$ cat config.mk
export PLATFORM = sky130hd
export DESIGN_NAME = mdsr_status_regs
export DESIGN_NICKNAME = d
export VERILOG_FILES = /design/src/hdl/mdsr_pkg.sv /design/src/hdl/mdsr_ripple_cnt.sv /design/src/hdl/mdsr_status_regs.sv
export SDC_FILE = /design/constraint.sdc
export NUM_CORES = 1
export LEC_CHECK = 0
export BUFFER_PORTS_ARGS = -buffer_cell sky130_fd_sc_hd__buf_2
export CAP_MARGIN = 20
export CORE_MARGIN = 5
export CORE_UTILIZATION = 50
export CTS_BUF_LIST = sky130_fd_sc_hd__clkbuf_2
export CTS_CLUSTER_DIAMETER = 80
export CTS_CLUSTER_SIZE = 20
export DETAILED_ROUTE_END_ITERATION = 12
export GPL_ROUTABILITY_DRIVEN = 0
export PLACE_DENSITY_LB_ADDON = 0.15
export SLEW_MARGIN = 20
export SYNTH_ARGS = -nofsm -noshare
export SYNTH_HDL_FRONTEND = slang
export SYNTH_SLANG_ARGS = --single-unit
$ cat constraint.sdc
create_clock -name CLK -period 5.2 [get_ports CLK]
set_input_delay 0.52 -clock CLK [delete_from_list [all_inputs] [get_ports CLK]]
set_output_delay 0.52 -clock CLK [all_outputs]
set_load 0.02 [all_outputs]
$ cat src/hdl/mdsr_pkg.sv
// Package for the motor driver status register bank.
// Assumes a single 100 MHz clock and byte-wide register reads from the serial front end.
package mdsr_pkg;

  // Status register offsets
  localparam logic [7:0] OFS_FAULT_STATUS   = 8'h00;
  localparam logic [7:0] OFS_SPEED_ESTIMATE = 8'h01;
  localparam logic [7:0] OFS_RIPPLE_LOW     = 8'h02;
  localparam logic [7:0] OFS_RIPPLE_HIGH    = 8'h03;
  localparam logic [7:0] OFS_MOTOR_VOLTAGE  = 8'h04;
  localparam logic [7:0] OFS_MOTOR_CURRENT  = 8'h05;
  localparam logic [7:0] OFS_INTERNAL_DUTY  = 8'h06;

  // Configuration offsets that hold output-dependent fields
  localparam logic [7:0] OFS_CONFIG0        = 8'h09;
  localparam logic [7:0] OFS_CONFIG3        = 8'h0c;
  localparam logic [7:0] OFS_CONFIG4        = 8'h0d;
  localparam logic [7:0] OFS_REG_CTRL0      = 8'h0e;

  // Bits of those registers that are frozen while the outputs are enabled
  localparam logic [7:0] LOCK_CONFIG0       = 8'h19;
  localparam logic [7:0] LOCK_CONFIG3       = 8'hff;
  localparam logic [7:0] LOCK_CONFIG4       = 8'h0c;
  localparam logic [7:0] LOCK_REG_CTRL0     = 8'h1c;

  // Fault status field positions
  localparam int BIT_FAULT_SUMMARY = 7;
  localparam int BIT_STALL         = 5;
  localparam int BIT_OVERCURRENT   = 4;
  localparam int BIT_OVERVOLTAGE   = 3;
  localparam int BIT_THERMAL       = 2;
  localparam int BIT_POWER_ON      = 1;
  localparam int BIT_COUNT_DONE    = 0;

  // Reset values
  localparam logic [7:0] RST_STATUS   = 8'h00;
  localparam logic [7:0] RST_UNMAPPED = 8'h00;

  // Ripple counter width
  localparam int RIPPLE_W = 16;

  // Motor voltage scaling: code B0h stands for 11 V, saturating at FFh
  localparam logic [21:0] VM_FS_MV   = 22'h002af8;
  localparam logic [21:0] VM_FS_CODE = 22'h0000b0;
  localparam logic [7:0]  CODE_MAX   = 8'hff;

  // Motor current scaling: raw 100h is full scale, reported as C0h
  localparam logic [16:0] IM_FS_CODE = 17'h000c0;
  localparam int          IM_RAW_W   = 9;
  localparam int          IM_SHIFT   = 8;

  // Fault conditions from the protection engines
  typedef struct packed {
    logic stall;
    logic overcurrent;
    logic overvoltage;
    logic thermal;
  } mdsr_events_s;

  // Configuration write passed on to the configuration bank
  typedef struct packed {
    logic       we;
    logic [7:0] addr;
    logic [7:0] data;
    logic [7:0] mask;
  } mdsr_cfg_wr_s;

  // Complete state of the top module
  typedef struct packed {
    logic [7:0]   fault;
    logic         pin_n;
    logic [7:0]   rdata;
    logic         rvalid;
    logic [7:0]   volt;
    logic [7:0]   curr;
    mdsr_cfg_wr_s cfg;
    logic         cnt_clear_ret;
    logic         flt_clear_ret;
  } mdsr_state_s;

  // Complete state of the ripple counter
  typedef struct packed {
    logic [RIPPLE_W-1:0] count;
    logic                done;
  } mdsr_ripple_s;

endpackage

$ cat src/hdl/mdsr_ripple_cnt.sv
// Ripple counter with threshold latch for the status register bank.
// Assumes ripple pulses and clear commands are one-cycle signals on the same clock.
`timescale 1ns/1ns
module mdsr_ripple_cnt #(
  parameter int CNT_W = 16
) (
  input  wire logic             clk,
  input  wire logic             nrst,
  input  wire logic             ripple_pulse,
  input  wire logic             clear,
  input  wire logic [CNT_W-1:0] threshold,
  output logic      [CNT_W-1:0] count,
  output logic                  done
);

  // The status bank reads the count as two bytes
  if (CNT_W != mdsr_pkg::RIPPLE_W) begin : g_bad_width
    $error("Ripple counter width must match the two status bytes");
  end

  mdsr_pkg::mdsr_ripple_s q_ff;   // Registered state
  mdsr_pkg::mdsr_ripple_s nxt_q;  // Next state

  // Next state: clear first, then count, then compare
  always_comb begin
    nxt_q = q_ff;
    if (clear) begin
      nxt_q.count = '0;
    end
    // A ripple in the clear cycle is still counted, so none is lost
    if (ripple_pulse && (nxt_q.count != {CNT_W{1'b1}})) begin
      nxt_q.count = nxt_q.count + CNT_W'(1);
    end
    // Clear goes first: in the clear cycle the flag sets only if the restarted count exceeds the threshold
    nxt_q.done = (q_ff.done && !clear) || (nxt_q.count > threshold);
  end

  // State register
  always_ff @(posedge clk or negedge nrst) begin
    if (!nrst) begin
      q_ff <= '0;
    end else begin
      q_ff <= nxt_q;
    end
  end

  assign count = q_ff.count;
  assign done  = q_ff.done;
endmodule

$ cat src/hdl/mdsr_status_regs.sv
// Status register bank of a brushed-motor H-bridge driver.
// Assumes the serial front end, the configuration bank and the protection,
// regulation and ripple engines all run on CLK; their signals need no synchroniser.
//
// Notes on behaviour
// - Summary fault bit 7 set while faults
// - Fault pin low whenever summary bit set
// - Stall flag bit 5 reports motor stall
// - Overcurrent flag bit 4 set on event
// - Overvoltage flag bit 3 set on event
// - Thermal flag bit 2 set on event
// - Power-on flag low until fault clear
// - Power-on flag latches high on fault clear
// - Count-done latches when count exceeds threshold
// - Clear-counter command clears count-done flag
// - Speed estimate read as eight bits
// - Ripple count low byte at offset 2
// - Ripple count high byte at offset 3
// - Voltage code linear, B0h means 11 V
// - Voltage code saturates at FFh
// - Output-dependent fields locked while outputs enabled
// - Fault status reads 00h after reset
// - Current code C0h means full scale
// - Counter clear zeroes count, self-clears bit
`timescale 1ns/1ns
module mdsr_status_regs #(
  parameter int RIPPLE_W = 16,
  parameter int VM_MV_W  = 14
) (
  input  wire logic                          CLK,
  input  wire logic                          NRST,
  // Fault conditions and supply status
  input  wire mdsr_pkg::mdsr_events_s        FAULT_EVENTS,
  input  wire logic                          VCC_OK,
  // Command bits held in the configuration bank
  input  wire logic                          CLR_FAULT_CMD,
  input  wire logic                          CLR_COUNTER_CMD,
  input  wire logic                          EN_OUT,
  // Engine values
  input  wire logic                          RIPPLE_PULSE,
  input  wire logic [RIPPLE_W-1:0]           RIPPLE_THRESHOLD,
  input  wire logic [7:0]                    SPEED_IN,
  input  wire logic [VM_MV_W-1:0]            MOTOR_MV,
  input  wire logic [mdsr_pkg::IM_RAW_W-1:0] MOTOR_I_RAW,
  input  wire logic [5:0]                    DUTY_IN,
  // Register read port
  input  wire logic                          RD_EN,
  input  wire logic [7:0]                    RD_ADDR,
  output logic      [7:0]                    RD_DATA,
  output logic                               RD_VALID,
  // Configuration write gate
  input  wire logic                          CFG_WR_EN,
  input  wire logic [7:0]                    CFG_WR_ADDR,
  input  wire logic [7:0]                    CFG_WR_DATA,
  output mdsr_pkg::mdsr_cfg_wr_s             CFG_WR_OUT,
  // Self-clearing returns for the command bits
  output logic                               CLR_FAULT_RET,
  output logic                               CLR_COUNTER_RET,
  // Fault pin, active low
  output logic                               FAULT_PIN_N
);

  // Widths the scaling arithmetic can serve
  if (RIPPLE_W != mdsr_pkg::RIPPLE_W) begin : g_bad_ripple
    $error("Ripple width must be sixteen bits");
  end
  // Above fourteen bits the millivolt product overflows the 22-bit scaler
  if ((VM_MV_W < 4) || (VM_MV_W > 14)) begin : g_bad_mv
    $error("Motor millivolt width out of range");
  end

  mdsr_pkg::mdsr_state_s q_ff;          // Registered state
  mdsr_pkg::mdsr_state_s nxt_q;         // Next state
  logic [RIPPLE_W-1:0]   ripple_count;  // Counter value
  logic                  count_done;    // Latched threshold flag
  logic                  cnt_clear_act; // Clear-counter acts this cycle
  logic                  flt_clear_act; // Clear-fault acts this cycle
  logic [21:0]           vm_prod;       // Millivolts times full-scale code
  logic [21:0]           vm_code;       // Scaled voltage before saturation
  logic [16:0]           im_code;       // Scaled current before saturation
  logic [7:0]            lock_mask;     // Bits frozen for the write address

  // Command bits act once per assertion; the return pulse drops them
  assign cnt_clear_act = CLR_COUNTER_CMD && !q_ff.cnt_clear_ret;
  assign flt_clear_act = CLR_FAULT_CMD && !q_ff.flt_clear_ret;

  // Ripple counter and its threshold latch
  mdsr_ripple_cnt #(
    .CNT_W        (RIPPLE_W)
  ) u_ripple (
    .clk          (CLK),
    .nrst         (NRST),
    .ripple_pulse (RIPPLE_PULSE),
    .clear        (cnt_clear_act),
    .threshold    (RIPPLE_THRESHOLD),
    .count        (ripple_count),
    .done         (count_done)
  );

  // Linear scaling of the analogue readings
  always_comb begin
    vm_prod = 22'(MOTOR_MV) * mdsr_pkg::VM_FS_CODE;
    vm_code = vm_prod / mdsr_pkg::VM_FS_MV;
    // Full scale raw 100h maps to C0h; raw values from 156h up saturate below
    im_code = (17'(MOTOR_I_RAW) * mdsr_pkg::IM_FS_CODE) >> mdsr_pkg::IM_SHIFT;
  end

  // Locked bits per configuration address
  always_comb begin
    if (CFG_WR_ADDR == mdsr_pkg::OFS_CONFIG0) begin
      lock_mask = mdsr_pkg::LOCK_CONFIG0;
    end else if (CFG_WR_ADDR == mdsr_pkg::OFS_CONFIG3) begin
      lock_mask = mdsr_pkg::LOCK_CONFIG3;
    end else if (CFG_WR_ADDR == mdsr_pkg::OFS_CONFIG4) begin
      lock_mask = mdsr_pkg::LOCK_CONFIG4;
    end else if (CFG_WR_ADDR == mdsr_pkg::OFS_REG_CTRL0) begin
      lock_mask = mdsr_pkg::LOCK_REG_CTRL0;
    end else begin
      lock_mask = 8'h00;
    end
  end

  // Next-state logic for every register of the bank
  always_comb begin
    nxt_q = q_ff;

    // Stall and protection flags: set wins over the clear-fault command
    if (flt_clear_act) begin
      nxt_q.fault[mdsr_pkg::BIT_STALL]       = 1'b0;
      nxt_q.fault[mdsr_pkg::BIT_OVERCURRENT] = 1'b0;
      nxt_q.fault[mdsr_pkg::BIT_OVERVOLTAGE] = 1'b0;
      nxt_q.fault[mdsr_pkg::BIT_THERMAL]     = 1'b0;
    end
    if (FAULT_EVENTS.stall) begin
      nxt_q.fault[mdsr_pkg::BIT_STALL] = 1'b1;
    end
    if (FAULT_EVENTS.overcurrent) begin
      nxt_q.fault[mdsr_pkg::BIT_OVERCURRENT] = 1'b1;
    end
    if (FAULT_EVENTS.overvoltage) begin
      nxt_q.fault[mdsr_pkg::BIT_OVERVOLTAGE] = 1'b1;
    end
    if (FAULT_EVENTS.thermal) begin
      nxt_q.fault[mdsr_pkg::BIT_THERMAL] = 1'b1;
    end

    // Power-on flag: forced low while the supply is low, set by clear-fault
    if (!VCC_OK) begin
      nxt_q.fault[mdsr_pkg::BIT_POWER_ON] = 1'b0;
    end else if (flt_clear_act) begin
      nxt_q.fault[mdsr_pkg::BIT_POWER_ON] = 1'b1;
    end

    // Count-done mirrors the latch inside the ripple counter
    nxt_q.fault[mdsr_pkg::BIT_COUNT_DONE] = count_done;

    // Bit 6 is reserved and reads zero
    nxt_q.fault[6] = 1'b0;

    // Summary bit covers the stall and protection flags only
    nxt_q.fault[mdsr_pkg::BIT_FAULT_SUMMARY] = nxt_q.fault[mdsr_pkg::BIT_STALL]
                                             | nxt_q.fault[mdsr_pkg::BIT_OVERCURRENT]
                                             | nxt_q.fault[mdsr_pkg::BIT_OVERVOLTAGE]
                                             | nxt_q.fault[mdsr_pkg::BIT_THERMAL];

    // Pin follows the summary bit in the same cycle, so they never disagree
    nxt_q.pin_n = !nxt_q.fault[mdsr_pkg::BIT_FAULT_SUMMARY];

    // Voltage reading saturates instead of wrapping
    if (vm_code > 22'(mdsr_pkg::CODE_MAX)) begin
      nxt_q.volt = mdsr_pkg::CODE_MAX;
    end else begin
      nxt_q.volt = vm_code[7:0];
    end

    // Current reading saturates the same way
    if (im_code > 17'(mdsr_pkg::CODE_MAX)) begin
      nxt_q.curr = mdsr_pkg::CODE_MAX;
    end else begin
      nxt_q.curr = im_code[7:0];
    end

    // Read port: pure multiplexer, no flag is touched by a read
    nxt_q.rvalid = RD_EN;
    if (!RD_EN) begin
      nxt_q.rdata = q_ff.rdata;
    end else if (RD_ADDR == mdsr_pkg::OFS_FAULT_STATUS) begin
      nxt_q.rdata = q_ff.fault;
    end else if (RD_ADDR == mdsr_pkg::OFS_SPEED_ESTIMATE) begin
      nxt_q.rdata = SPEED_IN;
    end else if (RD_ADDR == mdsr_pkg::OFS_RIPPLE_LOW) begin
      nxt_q.rdata = ripple_count[7:0];
    end else if (RD_ADDR == mdsr_pkg::OFS_RIPPLE_HIGH) begin
      nxt_q.rdata = ripple_count[15:8];
    end else if (RD_ADDR == mdsr_pkg::OFS_MOTOR_VOLTAGE) begin
      nxt_q.rdata = q_ff.volt;
    end else if (RD_ADDR == mdsr_pkg::OFS_MOTOR_CURRENT) begin
      nxt_q.rdata = q_ff.curr;
    end else if (RD_ADDR == mdsr_pkg::OFS_INTERNAL_DUTY) begin
      nxt_q.rdata = {2'b00, DUTY_IN};
    end else begin
      // Reserved offsets answer zero; the host must not rely on them
      nxt_q.rdata = mdsr_pkg::RST_UNMAPPED;
    end

    // Configuration write gate: locked bits are masked while driving
    nxt_q.cfg.we   = CFG_WR_EN;
    nxt_q.cfg.addr = CFG_WR_ADDR;
    nxt_q.cfg.data = CFG_WR_DATA;
    if (EN_OUT) begin
      nxt_q.cfg.mask = ~lock_mask;
    end else begin
      nxt_q.cfg.mask = 8'hff;
    end

    // Return pulse rises one cycle after a command bit acts
    nxt_q.cnt_clear_ret = cnt_clear_act;
    nxt_q.flt_clear_ret = flt_clear_act;
  end

  // State register: everything clears on reset, pin released
  always_ff @(posedge CLK or negedge NRST) begin
    if (!NRST) begin
      q_ff       <= '0;
      q_ff.fault <= mdsr_pkg::RST_STATUS;
      q_ff.pin_n <= 1'b1;
    end else begin
      q_ff <= nxt_q;
    end
  end

  // Outputs straight from the state register
  assign RD_DATA         = q_ff.rdata;
  assign RD_VALID        = q_ff.rvalid;
  assign CFG_WR_OUT      = q_ff.cfg;
  assign CLR_FAULT_RET   = q_ff.flt_clear_ret;
  assign CLR_COUNTER_RET = q_ff.cnt_clear_ret;
  assign FAULT_PIN_N     = q_ff.pin_n;
endmodule

==> metrics.txt <==
# TYPE chip_impl_metric gauge
chip_impl_metric{name="count_of_distinct_cell_types_in_the_synthesized_netlist",unit=""} 107
chip_impl_info{name="crit_top_cell",value="sky130_fd_sc_hd__buf_6"} 1
chip_impl_info{name="critPathKind",value="primary input to register"} 1
chip_impl_metric{name="yosys_register_bits",unit=""} 74
chip_impl_metric{name="dpl.cell_count",unit=""} 1612
chip_impl_metric{name="synth-edff-count",unit=""} 0
chip_impl_metric{name="achievable_frequency",unit="GHz"} 0.107
chip_impl_metric{name="antenna_found_initial",unit=""} 0
chip_impl_metric{name="finalInstanceArea",unit="mm²"} 0.0128
chip_impl_metric{name="timing.final.crit_share",unit="%"} 180
chip_impl_metric{name="numClockSinks",unit=""} 74
chip_impl_metric{name="grt_first_pass_wirelength",unit="µm"} 43300
chip_impl_metric{name="final_hold_viol_count",unit=""} 0
chip_impl_metric{name="buffer_ports.inserted",unit=""} 126
chip_impl_metric{name="crit_path_max_fanout",unit=""} 7
chip_impl_metric{name="std_cell_rows",unit=""} 47
chip_impl_metric{name="routed_wire_length_per_instance",unit="µm"} 16.4
chip_impl_metric{name="ys.warnings.count",unit=""} 0
chip_impl_info{name="setup.worst_path.start_class",value="primary input"} 1
chip_impl_metric{name="htreeDepth",unit=""} 3
chip_impl_metric{name="track_usage",unit="%"} 25.9
chip_impl_metric{name="mappedNetlistArea",unit="mm²"} 0.00843
chip_impl_metric{name="pin_count",unit=""} 127
chip_impl_metric{name="place_area",unit="mm²"} 0.0116
chip_impl_metric{name="max_slew.worst_pin.slew",unit="ns"} 1.05
chip_impl_info{name="worst_hold_path_type",value="primary input to register"} 1
chip_impl_metric{name="drive_gt1_share",unit="%"} 45.7
chip_impl_info{name="cts.root.buffer_cell",value="sky130_fd_sc_hd__clkbuf_2"} 1
chip_impl_metric{name="cpPeakStageDelay",unit="ns"} 0.49
chip_impl_metric{name="first_global_vias",unit=""} 9255
chip_impl_metric{name="antenna_cells_inserted",unit=""} 0
chip_impl_metric{name="maxCapViolations",unit=""} 0
chip_impl_info{name="layout.cells.most_common_list",value="sky130_fd_sc_hd__buf_4 (324), sky130_fd_sc_hd__buf_2 (119), sky130_fd_sc_hd__nand2_1 (87)"} 1
chip_impl_metric{name="clkLatencyLatePin",unit="ns"} 0.52
chip_impl_metric{name="timing.max_slew.rel_slack",unit="%"} 29.2
chip_impl_metric{name="floorplan.die_area",unit="mm²"} 0.0195
chip_impl_metric{name="die-width",unit="µm"} 140
chip_impl_metric{name="synth_fp_nets",unit=""} 1189
chip_impl_metric{name="drtPass1Iterations",unit=""} 5
chip_impl_metric{name="coreArea",unit="mm²"} 0.0166
chip_impl_metric{name="final_nets",unit=""} 1602
chip_impl_metric{name="layout_setup_ws",unit="ns"} -4.17
chip_impl_metric{name="worst_ep_arrival_time",unit="ns"} 9.77
chip_impl_info{name="critPathSlowestCell",value="sky130_fd_sc_hd__fa_1"} 1
chip_impl_metric{name="detailedPlace.worstSlack",unit="ns"} -4.67
chip_impl_metric{name="vias",unit=""} 9453
chip_impl_metric{name="drc",unit=""} 0
chip_impl_metric{name="pin_count_of_the_biggest_net_entering_global_routing",unit=""} 75
chip_impl_metric{name="initialDrtViolationCount",unit=""} 626
chip_impl_metric{name="routed_via_density",unit=""} 5.68
chip_impl_metric{name="finalWorstPathRequiredPeriod",unit="ns"} 9.37
chip_impl_metric{name="critPathBufInv",unit=""} 7
chip_impl_info{name="grt_setup_unrepaired",value="yes"} 1
chip_impl_metric{name="synthArstFlopShare",unit="%"} 100
chip_impl_metric{name="hold_buffers_post_cts",unit=""} 0
chip_impl_metric{name="initial_core_util",unit="%"} 50.8
chip_impl_metric{name="globalRouteOverflowTotal",unit=""} 0
chip_impl_info{name="postSynth.topFlopCell",value="sky130_fd_sc_hd__dfrtp_1"} 1
chip_impl_metric{name="clock_transition_at_path_regs",unit="ns"} 0.20
chip_impl_info{name="failing_checks",value="setup timing"} 1
chip_impl_metric{name="ant_nets",unit=""} 0
chip_impl_metric{name="setup_viol",unit=""} 6
chip_impl_metric{name="layout-area-overhead-vs-synth",unit="%"} 51.7
chip_impl_metric{name="skew",unit="ns"} 0.0244
chip_impl_metric{name="synth_instances",unit=""} 1027
chip_impl_metric{name="routed_wl",unit="µm"} 27300
chip_impl_metric{name="cts_buffers",unit=""} 9
chip_impl_info{name="clock_tree_from_tritoncts",value="built"} 1
chip_impl_metric{name="final_max_slew_viol_count",unit=""} 0
chip_impl_metric{name="clk_path_buf_depth",unit=""} 2
chip_impl_info{name="critical_path.endpoint_type",value="register"} 1
chip_impl_metric{name="fillerInstances",unit=""} 1121
chip_impl_metric{name="stdcell_count",unit=""} 1665
chip_impl_metric{name="dp.final_hpwl",unit="µm"} 20400
chip_impl_info{name="run_status",value="finished with violations"} 1
chip_impl_info{name="mostFrequentLayoutCell",value="sky130_fd_sc_hd__buf_4"} 1
chip_impl_metric{name="die_h",unit="µm"} 140
chip_impl_info{name="critical_path.top_delay_family",value="compound AO/OA/AOI/OAI gates"} 1
chip_impl_metric{name="endpoint_required_time_on_the_critical_path",unit="ns"} 5.61
chip_impl_metric{name="synth-seq-area-share",unit="%"} 22.0
chip_impl_metric{name="post_synth.cell_area_avg",unit="µm²"} 8.21
## what timing repair did
action / in CTS / in global routing
gates cloned: 0 / 0
pin swaps: 36 / 64
gates resized for setup: 86 / 63
endpoints found under the setup margin: 6 / 7
setup buffers: 22 / 18
## through the flow
stage	utilization, %	hold slack [ns]	setup TNS (ns)
floorplan	-	0.224	-15.27
global placement	70.0	0.380	-17.85
detailed placement	70.0	0.383	-18.83
CTS	74.3	0.103	-13.42
global route	77.1	0.0771	-17.00
finish	77.1	0.118	-15.64
## Yosys cell counts (14+ instances only)
cell,n,area [µm²]
sky130_fd_sc_hd__ha_1,60,751
sky130_fd_sc_hd__xnor2_1,47,412
sky130_fd_sc_hd__a21o_1,14,105
sky130_fd_sc_hd__and2_1,14,87.6
sky130_fd_sc_hd__nand3_1,24,120
sky130_fd_sc_hd__nand2b_1,18,113
sky130_fd_sc_hd__xor2_1,23,201
sky130_fd_sc_hd__nor2_1,73,274
sky130_fd_sc_hd__a21oi_1,62,310
sky130_fd_sc_hd__nor3_1,22,110
sky130_fd_sc_hd__nor4_1,14,87.6
sky130_fd_sc_hd__dfrtp_1,73,1830
sky130_fd_sc_hd__o21ai_0,53,265
sky130_fd_sc_hd__buf_4,37,278
sky130_fd_sc_hd__nand4_1,16,100
sky130_fd_sc_hd__nor2b_1,15,93.8
sky130_fd_sc_hd__nand2_1,92,345
sky130_fd_sc_hd__inv_1,70,263
sky130_fd_sc_hd__a31oi_1,17,106
## worst paths after layout
| path | startpoint | end | slack [ns] | cells past startpoint |
|---|---|---|---|---|
| hold / removal | CFG_WR_EN | CFG_WR_OUT[24] | 0.12 | 1 |
| setup reg to reg | CLR_COUNTER_RET | u_ripple.done | 1.02 | 22 |
| setup / recovery | MOTOR_MV[4] | q_ff[35] | -4.17 | 42 |
| min in group asynchronous | NRST | u_ripple.count[9] | 0.17 | 2 |
| hold reg to reg | u_ripple.done | q_ff[53] | 0.42 | 0 |
| max in group asynchronous | NRST | CFG_WR_OUT[12] | 4.41 | 2 |
## per-layer routing
metal  vias up  global-route usage, %  wire, µm
li1       4567                      -         -
met1      4466                   33.3     11400
met2       376                   46.7     13700
met3        44                   2.88      1700
met4         0                   5.71       498
met5         -                      0         0
## state kept, by name (all words and copies together), names as in the netlist
name and count:
CFG_WR_OUT 22, u_ripple.done 1, RD_VALID 1, FAULT_PIN_N 1
u_ripple.count 16, q_ff 23, RD_DATA 8, CLR_COUNTER_RET 1
CLR_FAULT_RET 1
## worst register-to-register path, cell delays in order (launching register included)
cell and delay (ns):
sky130_fd_sc_hd__dfrtp_1 0.42, sky130_fd_sc_hd__nand2b_1 0.33, sky130_fd_sc_hd__and2_1 0.29, sky130_fd_sc_hd__ha_1 0.24, sky130_fd_sc_hd__nand3_1 0.09, sky130_fd_sc_hd__o41ai_1 0.06
sky130_fd_sc_hd__buf_4 0.17, sky130_fd_sc_hd__inv_1 0.07, sky130_fd_sc_hd__nand4_1 0.29, sky130_fd_sc_hd__nor2_1 0.30, sky130_fd_sc_hd__nand2_1 0.10, sky130_fd_sc_hd__xor2_1 0.18
sky130_fd_sc_hd__ha_1 0.30, sky130_fd_sc_hd__a21o_1 0.16, sky130_fd_sc_hd__a21oi_1 0.14, sky130_fd_sc_hd__nor2b_1 0.06, sky130_fd_sc_hd__o21ai_0 0.16, sky130_fd_sc_hd__nand2b_1 0.07
sky130_fd_sc_hd__a21oi_1 0.14, sky130_fd_sc_hd__o21ai_0 0.10, sky130_fd_sc_hd__a21o_1 0.18, sky130_fd_sc_hd__a21oi_1 0.14, sky130_fd_sc_hd__o21ai_0 0.10
## logic make-up (layout without fill, tap and decap cells)
group	after synthesis	after routing	share of synthesized area (%)
compound gates	316	316	27.5
buf+inv	130	548	7.75
simple gates	345	345	21.1
xor+xnor	72	72	7.66
fa+ha+maj	72	72	11.8
flops	74	74	22.0
mux	18	18	2.26
## cell type report
| class | instances | area [µm²] | area share (%) |
|---|---|---|---|
| Inverter | 70 | 263 | 2.05 |
| Sequential cell | 74 | 1850 | 14.5 |
| Multi-Input combinational cell | 823 | 6990 | 54.7 |
| Timing Repair Buffer | 462 | 3270 | 25.6 |
| Clock buffer | 10 | 50.0 | 0.391 |
| Clock inverter | 6 | 81.3 | 0.636 |
| Tap cell | 220 | 275 | 2.15 |
Power is not shown: default switching activity piles up to over one toggle a cycle in this logic, so the estimate is an artifact.
